### config.mk
export PLATFORM = sky130hd
export DESIGN_NAME = acl_top
export DESIGN_NICKNAME = d
export VERILOG_FILES = /design/src/core/acl_win_check.v /design/src/core/acl_top.v
export VERILOG_INCLUDE_DIRS = /design/src /design/src/inc
export SDC_FILE = /design/constraint.sdc
export NUM_CORES = 2
export LEC_CHECK = 0
export ABC_CLOCK_PERIOD_IN_PS = 5350
export BUFFER_PORTS_ARGS = -buffer_cell sky130_fd_sc_hd__buf_2
export CAP_MARGIN = 20
export CORE_MARGIN = 2
export CORE_UTILIZATION = 40
export DETAILED_ROUTE_END_ITERATION = 6
export PLACE_DENSITY = 0.63
export RECOVER_POWER = 25
export SLEW_MARGIN = 40
export SYNTH_ARGS = -nofsm -noshare
export SYNTH_HDL_FRONTEND = slang
export SYNTH_SLANG_ARGS = --single-unit
export TNS_END_PERCENT = 1
### constraint.sdc
create_clock -name ref_clk -period 5.35 [get_ports ref_clk]
set_clock_uncertainty 0.1 [all_clocks]
set_input_delay 1.07 -clock ref_clk [delete_from_list [all_inputs] [get_ports ref_clk]]
set_output_delay 1.07 -clock ref_clk [all_outputs]
set_load 0.01 [all_outputs]
### src/inc/acl_regs.vh
`ifndef ACL_REGS_VH
`define ACL_REGS_VH

// ----------------------------------------
// Register byte offsets
// ----------------------------------------
`define ACL_OFS_ARM 8'h00
`define ACL_OFS_WINLO 8'h04
`define ACL_OFS_WINHI 8'h08
`define ACL_OFS_CANCEL 8'h0C
`define ACL_OFS_SRCSEL 8'h10
`define ACL_OFS_LOGIC 8'h14
`define ACL_OFS_AXMODE 8'h18
`define ACL_OFS_PROBING 8'h1C
`define ACL_OFS_STATUS 8'h20
`define ACL_OFS_ERROR 8'h24
`define ACL_OFS_CAP 8'h40

// ----------------------------------------
// Field positions
// ----------------------------------------
`define ACL_ARM_AXIS_LO 0
`define ACL_ARM_PROBE 4
`define ACL_ARM_KIND_LO 8
`define ACL_SEL_FIRST_LO 0
`define ACL_SEL_SECOND_LO 8
`define ACL_SEL_LOGIC_BIT 3
`define ACL_CANCEL_CHAN 8
`define ACL_AXMODE_ROT_LO 8
`define ACL_ST_DONE_LO 8
`define ACL_ST_SRC_LO 16
`define ACL_ERR_SPINDLE 0
`define ACL_ERR_CONFLICT 1

// ----------------------------------------
// Window kinds and reset values
// ----------------------------------------
`define ACL_WIN_NONE 2'h0
`define ACL_WIN_EXCL 2'h1
`define ACL_WIN_INCL 2'h2
`define ACL_RST_SRCSEL 32'h00000100
`define ACL_RST_ZERO 32'h00000000

`endif

### src/core/acl_win_check.v
`timescale 1ns/1ps
`default_nettype none
`include "acl_regs.vh"
module acl_win_check (
   input wire [31:0] pos,
   input wire [31:0] lo,
   input wire [31:0] hi,
   input wire [1:0] kind,
   output reg ok
);
   reg in_win;

   // ----------------------------------------
   // Signed window test, bounds inclusive
   // ----------------------------------------
   always @* begin
      in_win = ($signed(pos) >= $signed(lo)) && ($signed(pos) <= $signed(hi));
      case (kind)
         `ACL_WIN_EXCL: ok = ~in_win;
         `ACL_WIN_INCL: ok = in_win;
         default: ok = 1'b1;
      endcase
   end
endmodule
`default_nettype wire

### src/core/acl_top.v
// The address map and the Avalon-MM interface to the registers were left to the implementer.
`timescale 1ns/1ps
`default_nettype none
`include "acl_regs.vh"
module acl_top (
   input wire ref_clk,
   input wire rst_b,
   input wire [7:0] avs_address,
   input wire avs_read,
   input wire avs_write,
   input wire [31:0] avs_writedata,
   input wire [3:0] avs_byteenable,
   output reg [31:0] avs_readdata,
   output reg avs_waitrequest,
   input wire [7:0] phys_in,
   input wire [127:0] axis_position,
   output wire [3:0] axis_capture_armed_first,
   output wire [3:0] axis_capture_armed_second,
   output wire [3:0] axis_capture_done_first,
   output wire [3:0] axis_capture_done_second,
   output reg source_armed_first,
   output reg source_armed_second
);
   // ----------------------------------------
   // Bus slave state
   // ----------------------------------------
   // Staged bounds and configuration words
   reg [31:0] winlo_r;
   reg [31:0] winhi_r;
   reg [31:0] srcsel_r;
   reg [3:0] logic_in_r;
   reg [3:0] spindle_r;
   reg [3:0] rotary_r;
   reg [1:0] probing_cycle_function;

   // Sticky errors and source history
   reg [1:0] err_r;
   reg [1:0] src_prev_r;

   // Combinational helpers
   reg [31:0] rd_nxt;
   reg [1:0] src;
   reg [3:0] sel;

   // Bus decode
   wire take;
   wire wr_take;

   // Slot results gathered per probe
   wire [7:0] armed_w;
   wire [7:0] done_w;
   wire [7:0] hit_w;
   wire [255:0] cap_w;
   wire [1:0] rise;
   wire [1:0] any_hit;

   // Arm and cancel command fields
   wire [1:0] arm_axis;
   wire arm_probe;
   wire [1:0] arm_kind;
   wire arm_go;
   wire arm_spindle_bad;
   wire arm_conflict;
   wire arm_ok;
   wire [3:0] cancel_req;
   wire chan_reset;
   wire [1:0] probe_busy;
   integer k;

   // Byte-enable merge for configuration words
   function [31:0] acl_merge;
      input [31:0] old;
      input [31:0] wd;
      input [3:0] be;
      integer b;
      begin
         acl_merge = old;
         // Lanes left low keep their old byte
         for (b = 0; b < 4; b = b + 1) begin
            if (be[b]) begin
               acl_merge[b*8 +: 8] = wd[b*8 +: 8];
            end
         end
      end
   endfunction

   // Request taken only on the edge where waitrequest is low
   // Waitrequest is low for one cycle only, so a held request is taken again every second cycle
   assign take = (avs_read | avs_write) & ~avs_waitrequest;
   assign wr_take = take & avs_write;

   // ----------------------------------------
   // Arm and cancel commands
   // ----------------------------------------
   // A refused arm changes no slot; only the error bits record it
   assign arm_go = wr_take && (avs_address == `ACL_OFS_ARM);
   assign arm_axis = avs_writedata[`ACL_ARM_AXIS_LO +: 2];
   assign arm_probe = avs_writedata[`ACL_ARM_PROBE];
   assign arm_kind = avs_writedata[`ACL_ARM_KIND_LO +: 2];
   assign arm_spindle_bad = spindle_r[arm_axis] & ~rotary_r[arm_axis];
   assign arm_conflict = probing_cycle_function[arm_probe];
   assign arm_ok = arm_go & ~arm_spindle_bad & ~arm_conflict;
   // Per-axis cancel bits and the channel reset share one word
   assign cancel_req = (wr_take && (avs_address == `ACL_OFS_CANCEL)) ? avs_writedata[3:0] : 4'h0;
   assign chan_reset = wr_take && (avs_address == `ACL_OFS_CANCEL) && avs_writedata[`ACL_CANCEL_CHAN];
   // A probe counts as busy while any of its slots is armed
   assign probe_busy = {|armed_w[7:4], |armed_w[3:0]};

   // ----------------------------------------
   // Event sources
   // ----------------------------------------
   // Each select picks a physical pin or a software logic bit
   // Changing a select while latches are armed can look like an edge
   always @* begin
      for (k = 0; k < 2; k = k + 1) begin
         sel = srcsel_r[k*8 +: 4];
         if (sel[`ACL_SEL_LOGIC_BIT]) begin
            src[k] = logic_in_r[sel[1:0]];
         end else begin
            src[k] = phys_in[sel[2:0]];
         end
      end
   end

   // A rising edge of the level fires armed latches; a level already high fires a latch at arming
   // Previous level resets low like idle pins, so reset fakes no edge
   assign rise = src & ~src_prev_r;
   assign any_hit = {|hit_w[7:4], |hit_w[3:0]};

   // ----------------------------------------
   // One slot per probe and axis
   // ----------------------------------------
   // Slot index is probe times four plus axis
   genvar i;
   generate
      for (i = 0; i < 8; i = i + 1) begin : g_slot
         localparam PRB = i / 4;
         localparam AX = i % 4;
         reg armed_r;
         reg done_r;
         reg [1:0] kind_r;
         reg [31:0] lo_r;
         reg [31:0] hi_r;
         reg [31:0] cap_r;

         // Slot decode and window inputs
         wire arm_here;
         wire [1:0] kind_use;
         wire [31:0] lo_use;
         wire [31:0] hi_use;
         wire [31:0] pos;
         wire win_ok;
         wire hit;
         wire kill;

         // Live position of this slot's axis
         assign pos = axis_position[AX*32 +: 32];
         assign arm_here = arm_ok && (arm_axis == AX) && (arm_probe == PRB);
         // A fresh arm uses its own window in the very same cycle
         assign kind_use = arm_here ? arm_kind : kind_r;
         assign lo_use = arm_here ? winlo_r : lo_r;
         assign hi_use = arm_here ? winhi_r : hi_r;

         // Window test on the live position
         acl_win_check u_win (
            .pos(pos),
            .lo(lo_use),
            .hi(hi_use),
            .kind(kind_use),
            .ok(win_ok)
         );

         // Edge on any armed slot, or level already present at arming
         assign hit = win_ok & (((armed_r | arm_here) & rise[PRB]) | (arm_here & src[PRB]));
         // Any accepted event on the probe ends all its slots
         assign kill = any_hit[PRB] | cancel_req[AX] | chan_reset;

         // Slot results onto the shared vectors
         assign hit_w[i] = hit;
         assign armed_w[i] = armed_r;
         assign done_w[i] = done_r;
         assign cap_w[i*32 +: 32] = cap_r;

         // Slot flags; a done set wins over the arming clear
         always @(posedge ref_clk or negedge rst_b) begin
            if (!rst_b) begin
               armed_r <= 1'b0;
               done_r <= 1'b0;
               kind_r <= `ACL_WIN_NONE;
               lo_r <= `ACL_RST_ZERO;
               hi_r <= `ACL_RST_ZERO;
               cap_r <= `ACL_RST_ZERO;
            end else begin
               armed_r <= (armed_r | arm_here) & ~kill;
               done_r <= (done_r & ~arm_here) | hit;
               // Window and kind frozen at arming; later bound writes only stage
               if (arm_here) begin
                  kind_r <= arm_kind;
                  lo_r <= winlo_r;
                  hi_r <= winhi_r;
               end
               // Capture holds until the next accepted event on this slot
               if (hit) begin
                  cap_r <= pos;
               end
            end
         end
      end
   endgenerate

   // Flag vectors split per probe onto the output pins
   assign axis_capture_armed_first = armed_w[3:0];
   assign axis_capture_armed_second = armed_w[7:4];
   assign axis_capture_done_first = done_w[3:0];
   assign axis_capture_done_second = done_w[7:4];

   // ----------------------------------------
   // Per-probe flags and errors
   // ----------------------------------------
   // Source armed follows the slot flags one cycle later, as a flop
   // Trade-off: one cycle of lag buys a registered output
   always @(posedge ref_clk or negedge rst_b) begin
      if (!rst_b) begin
         source_armed_first <= 1'b0;
         source_armed_second <= 1'b0;
         src_prev_r <= 2'b00;
      end else begin
         source_armed_first <= |armed_w[3:0];
         source_armed_second <= |armed_w[7:4];
         // Level history for the edge detector
         src_prev_r <= src;
      end
   end

   // Sticky errors, write one to clear; a new error wins the clear
   // Conflict also holds while a probing cycle overlaps an armed probe
   always @(posedge ref_clk or negedge rst_b) begin
      if (!rst_b) begin
         err_r <= 2'b00;
      end else begin
         if (wr_take && (avs_address == `ACL_OFS_ERROR)) begin
            err_r <= (err_r & ~avs_writedata[1:0]) |
               {arm_go & arm_conflict, arm_go & arm_spindle_bad} |
               {|(probing_cycle_function & probe_busy), 1'b0};
         end else begin
            err_r[`ACL_ERR_SPINDLE] <= err_r[`ACL_ERR_SPINDLE] | (arm_go & arm_spindle_bad);
            err_r[`ACL_ERR_CONFLICT] <= err_r[`ACL_ERR_CONFLICT] | (arm_go & arm_conflict) |
               (|(probing_cycle_function & probe_busy));
         end
      end
   end

   // ----------------------------------------
   // Configuration registers
   // ----------------------------------------
   // Writes land on the edge where waitrequest is sampled low
   // Status and capture words are read-only; the error word is write-one-to-clear
   always @(posedge ref_clk or negedge rst_b) begin
      if (!rst_b) begin
         winlo_r <= `ACL_RST_ZERO;
         winhi_r <= `ACL_RST_ZERO;
         srcsel_r <= `ACL_RST_SRCSEL;
         logic_in_r <= 4'h0;
         spindle_r <= 4'h0;
         rotary_r <= 4'h0;
         probing_cycle_function <= 2'b00;
      end else if (wr_take) begin
         case (avs_address)
            `ACL_OFS_WINLO: winlo_r <= acl_merge(winlo_r, avs_writedata, avs_byteenable);
            `ACL_OFS_WINHI: winhi_r <= acl_merge(winhi_r, avs_writedata, avs_byteenable);
            `ACL_OFS_SRCSEL: srcsel_r <= acl_merge(srcsel_r, avs_writedata, avs_byteenable);
            `ACL_OFS_LOGIC: begin
               // Software logic inputs act as event sources once selected
               if (avs_byteenable[0]) begin
                  logic_in_r <= avs_writedata[3:0];
               end
            end
            `ACL_OFS_AXMODE: begin
               // Spindle and rotary bits together decide if arming is allowed
               if (avs_byteenable[0]) begin
                  spindle_r <= avs_writedata[3:0];
               end
               if (avs_byteenable[1]) begin
                  rotary_r <= avs_writedata[`ACL_AXMODE_ROT_LO +: 4];
               end
            end
            `ACL_OFS_PROBING: begin
               if (avs_byteenable[0]) begin
                  probing_cycle_function <= avs_writedata[1:0];
               end
            end
            default: begin
            end
         endcase
      end
   end

   // ----------------------------------------
   // Read mux
   // ----------------------------------------
   // Unmapped addresses read as zero
   always @* begin
      rd_nxt = 32'h00000000;
      case (avs_address)
         `ACL_OFS_WINLO: rd_nxt = winlo_r;
         `ACL_OFS_WINHI: rd_nxt = winhi_r;
         `ACL_OFS_SRCSEL: rd_nxt = srcsel_r;
         `ACL_OFS_LOGIC: rd_nxt[3:0] = logic_in_r;
         `ACL_OFS_AXMODE: rd_nxt = {20'h00000, rotary_r, 4'h0, spindle_r};
         `ACL_OFS_PROBING: rd_nxt[1:0] = probing_cycle_function;
         `ACL_OFS_STATUS: begin
            // Armed, done and per-probe flags in one word
            rd_nxt[7:0] = armed_w;
            rd_nxt[`ACL_ST_DONE_LO +: 8] = done_w;
            rd_nxt[`ACL_ST_SRC_LO +: 2] = {source_armed_second, source_armed_first};
         end
         `ACL_OFS_ERROR: rd_nxt[1:0] = err_r;
         default: begin
            // One capture word per probe and axis from the capture base
            if (avs_address[7:5] == 3'h2) begin
               rd_nxt = cap_w[avs_address[4:2]*32 +: 32];
            end
         end
      endcase
   end

   // ----------------------------------------
   // Waitrequest handshake
   // ----------------------------------------
   // One wait state: low for one cycle, then back high
   // Read data load in the wait cycle, so they stand while waitrequest is low
   always @(posedge ref_clk or negedge rst_b) begin
      if (!rst_b) begin
         avs_waitrequest <= 1'b1;
         avs_readdata <= `ACL_RST_ZERO;
      end else begin
         avs_waitrequest <= ~((avs_read | avs_write) & avs_waitrequest);
         // Writes return zero rather than stale read data
         if ((avs_read | avs_write) & avs_waitrequest) begin
            avs_readdata <= avs_read ? rd_nxt : 32'h00000000;
         end
      end
   end
endmodule
`default_nettype wire

==> metrics.txt <==
deepest clock path buffer count=3; Synthesized Nets=approximately 5000; Max FO, Critical Path=8; Hold Path End=g_slot[4].lo_r[31]; dominant cell type by area after synthesis=dfrtp_1; WHS=0.375 ns; dpl ws=-1.53 ns; hold crit path type=flip-flop to flip-flop; placed cells=around 6500; Post-synth EDFFs=0; Combinational Power Share=under 10%; first-pass GRT wire length=approximately 260 mm; most common cell in the netlist=dfrtp_1; Tcrit/Tclk final=108%; Max Freq=approximately 170 MHz; die height=between 300 and 400 um; Layout Cells excl Fill=around 6800; NetSw=4.11 mW; Worst setup SP type=input port; worst r2r dst=g_slot[3].cap_r[24]; initial antenna violation count=37; number of global-route vias before repair=38100; Power Dens Cells=between 200 and 300 nW/um2; Post-Synthesis Cells=roughly 4300; Synthesis Warnings=0; Net Sw Frac=approximately a quarter; cell internal pwr=~13 mW; htree depth=3; DR vias/cell=5.62; Reg-to-Reg Start=avs_waitrequest; CTS Sinks=~950; Worst R2R Path Depth=21; antenna-violating nets left=0; peak supply drop=about 240 uV; CTS tree=yes; Hold Crit Depth=2; RSZ-0062 raised after global routing=true; WP data required=slightly below 6 ns; worst-margin pin slew=between 4 and 5 ns; post-synth design cell area=51400 um2; HP Start=g_slot[4].lo_r[31]; nets=approximately 5700; final core occ=approximately half; Synth-to-Final Area Change=22.8%; final number of setup-violating endpoints=250; Clock Root Buffer=clkbuf_16; Worst-Skew Late Latency=between 0.7 and 0.8 ns; Setup crit start=avs_address[0]; Synth top area share=about 46%; failing checks=max-capacitance violations, max-slew violations, negative setup slack; Mean Syn Cell Area=11.9 um2; largest net degree at the start of global routing=between 100 and 150; CTS Buf Count=between 100 and 150; Cell Rows=~130; final worst setup slack=-0.402 ns; Die X=around 360 um; cell area after layout=63100 um2; R2R setup slack=around 0.23 ns; PortBufs=234; Rel. slew slack=-228%; DP Wirelength=roughly 130 mm; # DRC=0; top cells by area, synth=dfrtp_1, ha_1, mux2i_1; Seq/Total Area, Yosys=46.2%; area of the core=approximately 130000 um2; Leak=between 30 and 40 nW; Initial Utilization=slightly above 40%; status=finished, violations left; Worst Path Arrival=about 6.2 ns; via count=around 38000; area post-placement=a little under 60000 um2; DRT iter0 DRCs=approximately 3500; CP Capture Type=flip-flop; CP Class=input port to flip-flop; Overall Power=between 15 and 20 mW; grt ovf=0; count of different cell masters after synthesis=roughly 80; Async S/R FF share, synth=between 90% and 100%; DR pass1 iterations=5; Tot GR Track Use=a little over a quarter; Sum Neg Setup Slack=-49.70 ns; synth cell count leaders=dfrtp_1, inv_1, ha_1, mux2i_1, mux2_2; minimum clock period=~5.8 ns; synthesis-stage register bit count=949; Final Hold Viols=0; Max Slew Vio Count=just under 100; DRT Wirelength=176 mm; Wirelength per Cell=26.1 um; max-cap violations=2; top_reg_cell synth=dfrtp_1; clock network fraction of total power=~47%; Flop pwr share=44.2%; RePlAce Congestion=0.933; hold_buf cts=0; layout cell share with drive strength beyond 1=30.3%; Clock transition at path regs=0.06 ns; Die ar.=approximately 130000 um2; I/O pins=235
## layer usage
metal | GRT usage (%) | share of wire [%]
met1 | 37.6 | 44
met4 | 9.23 | 3.4
met2 | 39.8 | 43
met5 | 0 | 0.084
met3 | 6.29 | 9.1
## critical path, stage by stage
cell and delay (ns):
buf_6 0.09, or4_4 0.64, nor4b_4 0.30, nand2_1 0.11, nor2_1 0.11, buf_4 0.14, and3b_4 0.21, buf_12 0.15
buf_12 0.16, buf_8 0.13, mux2i_4 0.26, ha_4 0.17, nand4_1 0.12, buf_4 0.17, nor4_4 0.28, a21boi_4 0.24
o31ai_4 0.08, and3b_2 0.23, or4_4 0.57, o311ai_4 0.31, buf_6 0.18, clkbuf_16 0.17, mux2_4 0.30
## final cells by class
type | count | area, um2
fill | 11300 | 64400
multi-input combinational | 2630 | 25500
sequential | 949 | 23800
timing repair buffer | 779 | 6050
clock buffer | 149 | 2970
tap | 1662 | 2080
inverter | 535 | 2010
clock inverter | 43 | 739
antenna | 14 | 35.0
## power groups by stage
stage	sequential [mW]	combinational [mW]	clock (mW)
after floorplan	7.43	0.622	0
after global placement	7.48	1.34	0
after detailed placement	7.48	1.37	0
after CTS	7.35	1.39	7.96
after global routing	7.36	1.55	8.26
final	7.36	1.41	7.88
## how the worst max path moves through the flow
| stage | cells past startpoint | end |
|---|---|---|
| floorplan | 21 | g_slot[3].cap_r[10] |
| global placement | 21 | g_slot[0].armed_r |
| detailed placement | 21 | g_slot[2].armed_r |
| CTS | 25 | g_slot[3].cap_r[22] |
| global route | 22 | g_slot[7].armed_r |
| finish | 23 | g_slot[3].cap_r[24] |
## state kept, by name, summed over array words and instances, names as in the netlist
| signal | cells |
|---|---|
| probing_cycle_function | 2 |
| winlo_r | 32 |
| g_slot.done_r | 8 |
| g_slot.armed_r | 8 |
| logic_in_r | 4 |
| g_slot.lo_r | 256 |
| source_armed_first | 1 |
| err_r | 2 |
| avs_waitrequest | 1 |
| winhi_r | 32 |
| rotary_r | 4 |
| spindle_r | 4 |
| g_slot.kind_r | 16 |
| srcsel_r | 32 |
| src_prev_r | 2 |
| avs_readdata | 32 |
| source_armed_second | 1 |
| g_slot.hi_r | 256 |
| g_slot.cap_r | 256 |
## repair_timing
item                       CTS  global route
gates cloned                 3             1
hold endpoints to repair     0             0
setup buffers               13             7
gates resized for setup     65            95
setup endpoints to repair  272           272
pin swaps                   20            26
## cells in the final DEF (no fill, tap or decap), types with 23 or more instances in the layout
master,netlist,final
dfrtp_1,947,947
a21oi_1,197,186
inv_1,535,534
buf_12,0,42
mux4_2,70,70
mux2_2,400,372
a21o_1,63,63
nand2_1,167,164
buf_2,60,230
mux2i_2,0,23
clkbuf_1,108,28
clkbuf_16,0,106
o211ai_1,23,23
a22o_1,34,34
mux2_1,59,59
buf_4,23,477
nor2_1,45,42
nor2b_1,31,31
nand3_1,71,70
o21ai_0,83,73
ha_1,528,525
a22oi_1,35,35
mux2i_1,460,430
nand4_1,101,101
mux2_4,0,28
## logic make-up after synthesis
group                      count (synthesis)  share of synthesized area, %
buffers and inverters                    753                          5.85
and+or+nand+nor                          533                          5.43
DFF                                      949                          46.2
adders and majority gates                528                          12.9
xor gates and xnor gates                   1                        0.0170
muxes                                    989                          22.1
AOI/OAI and AO/OA                        579                          7.56
No activity file was read; power rests on OpenSTA's default activity.
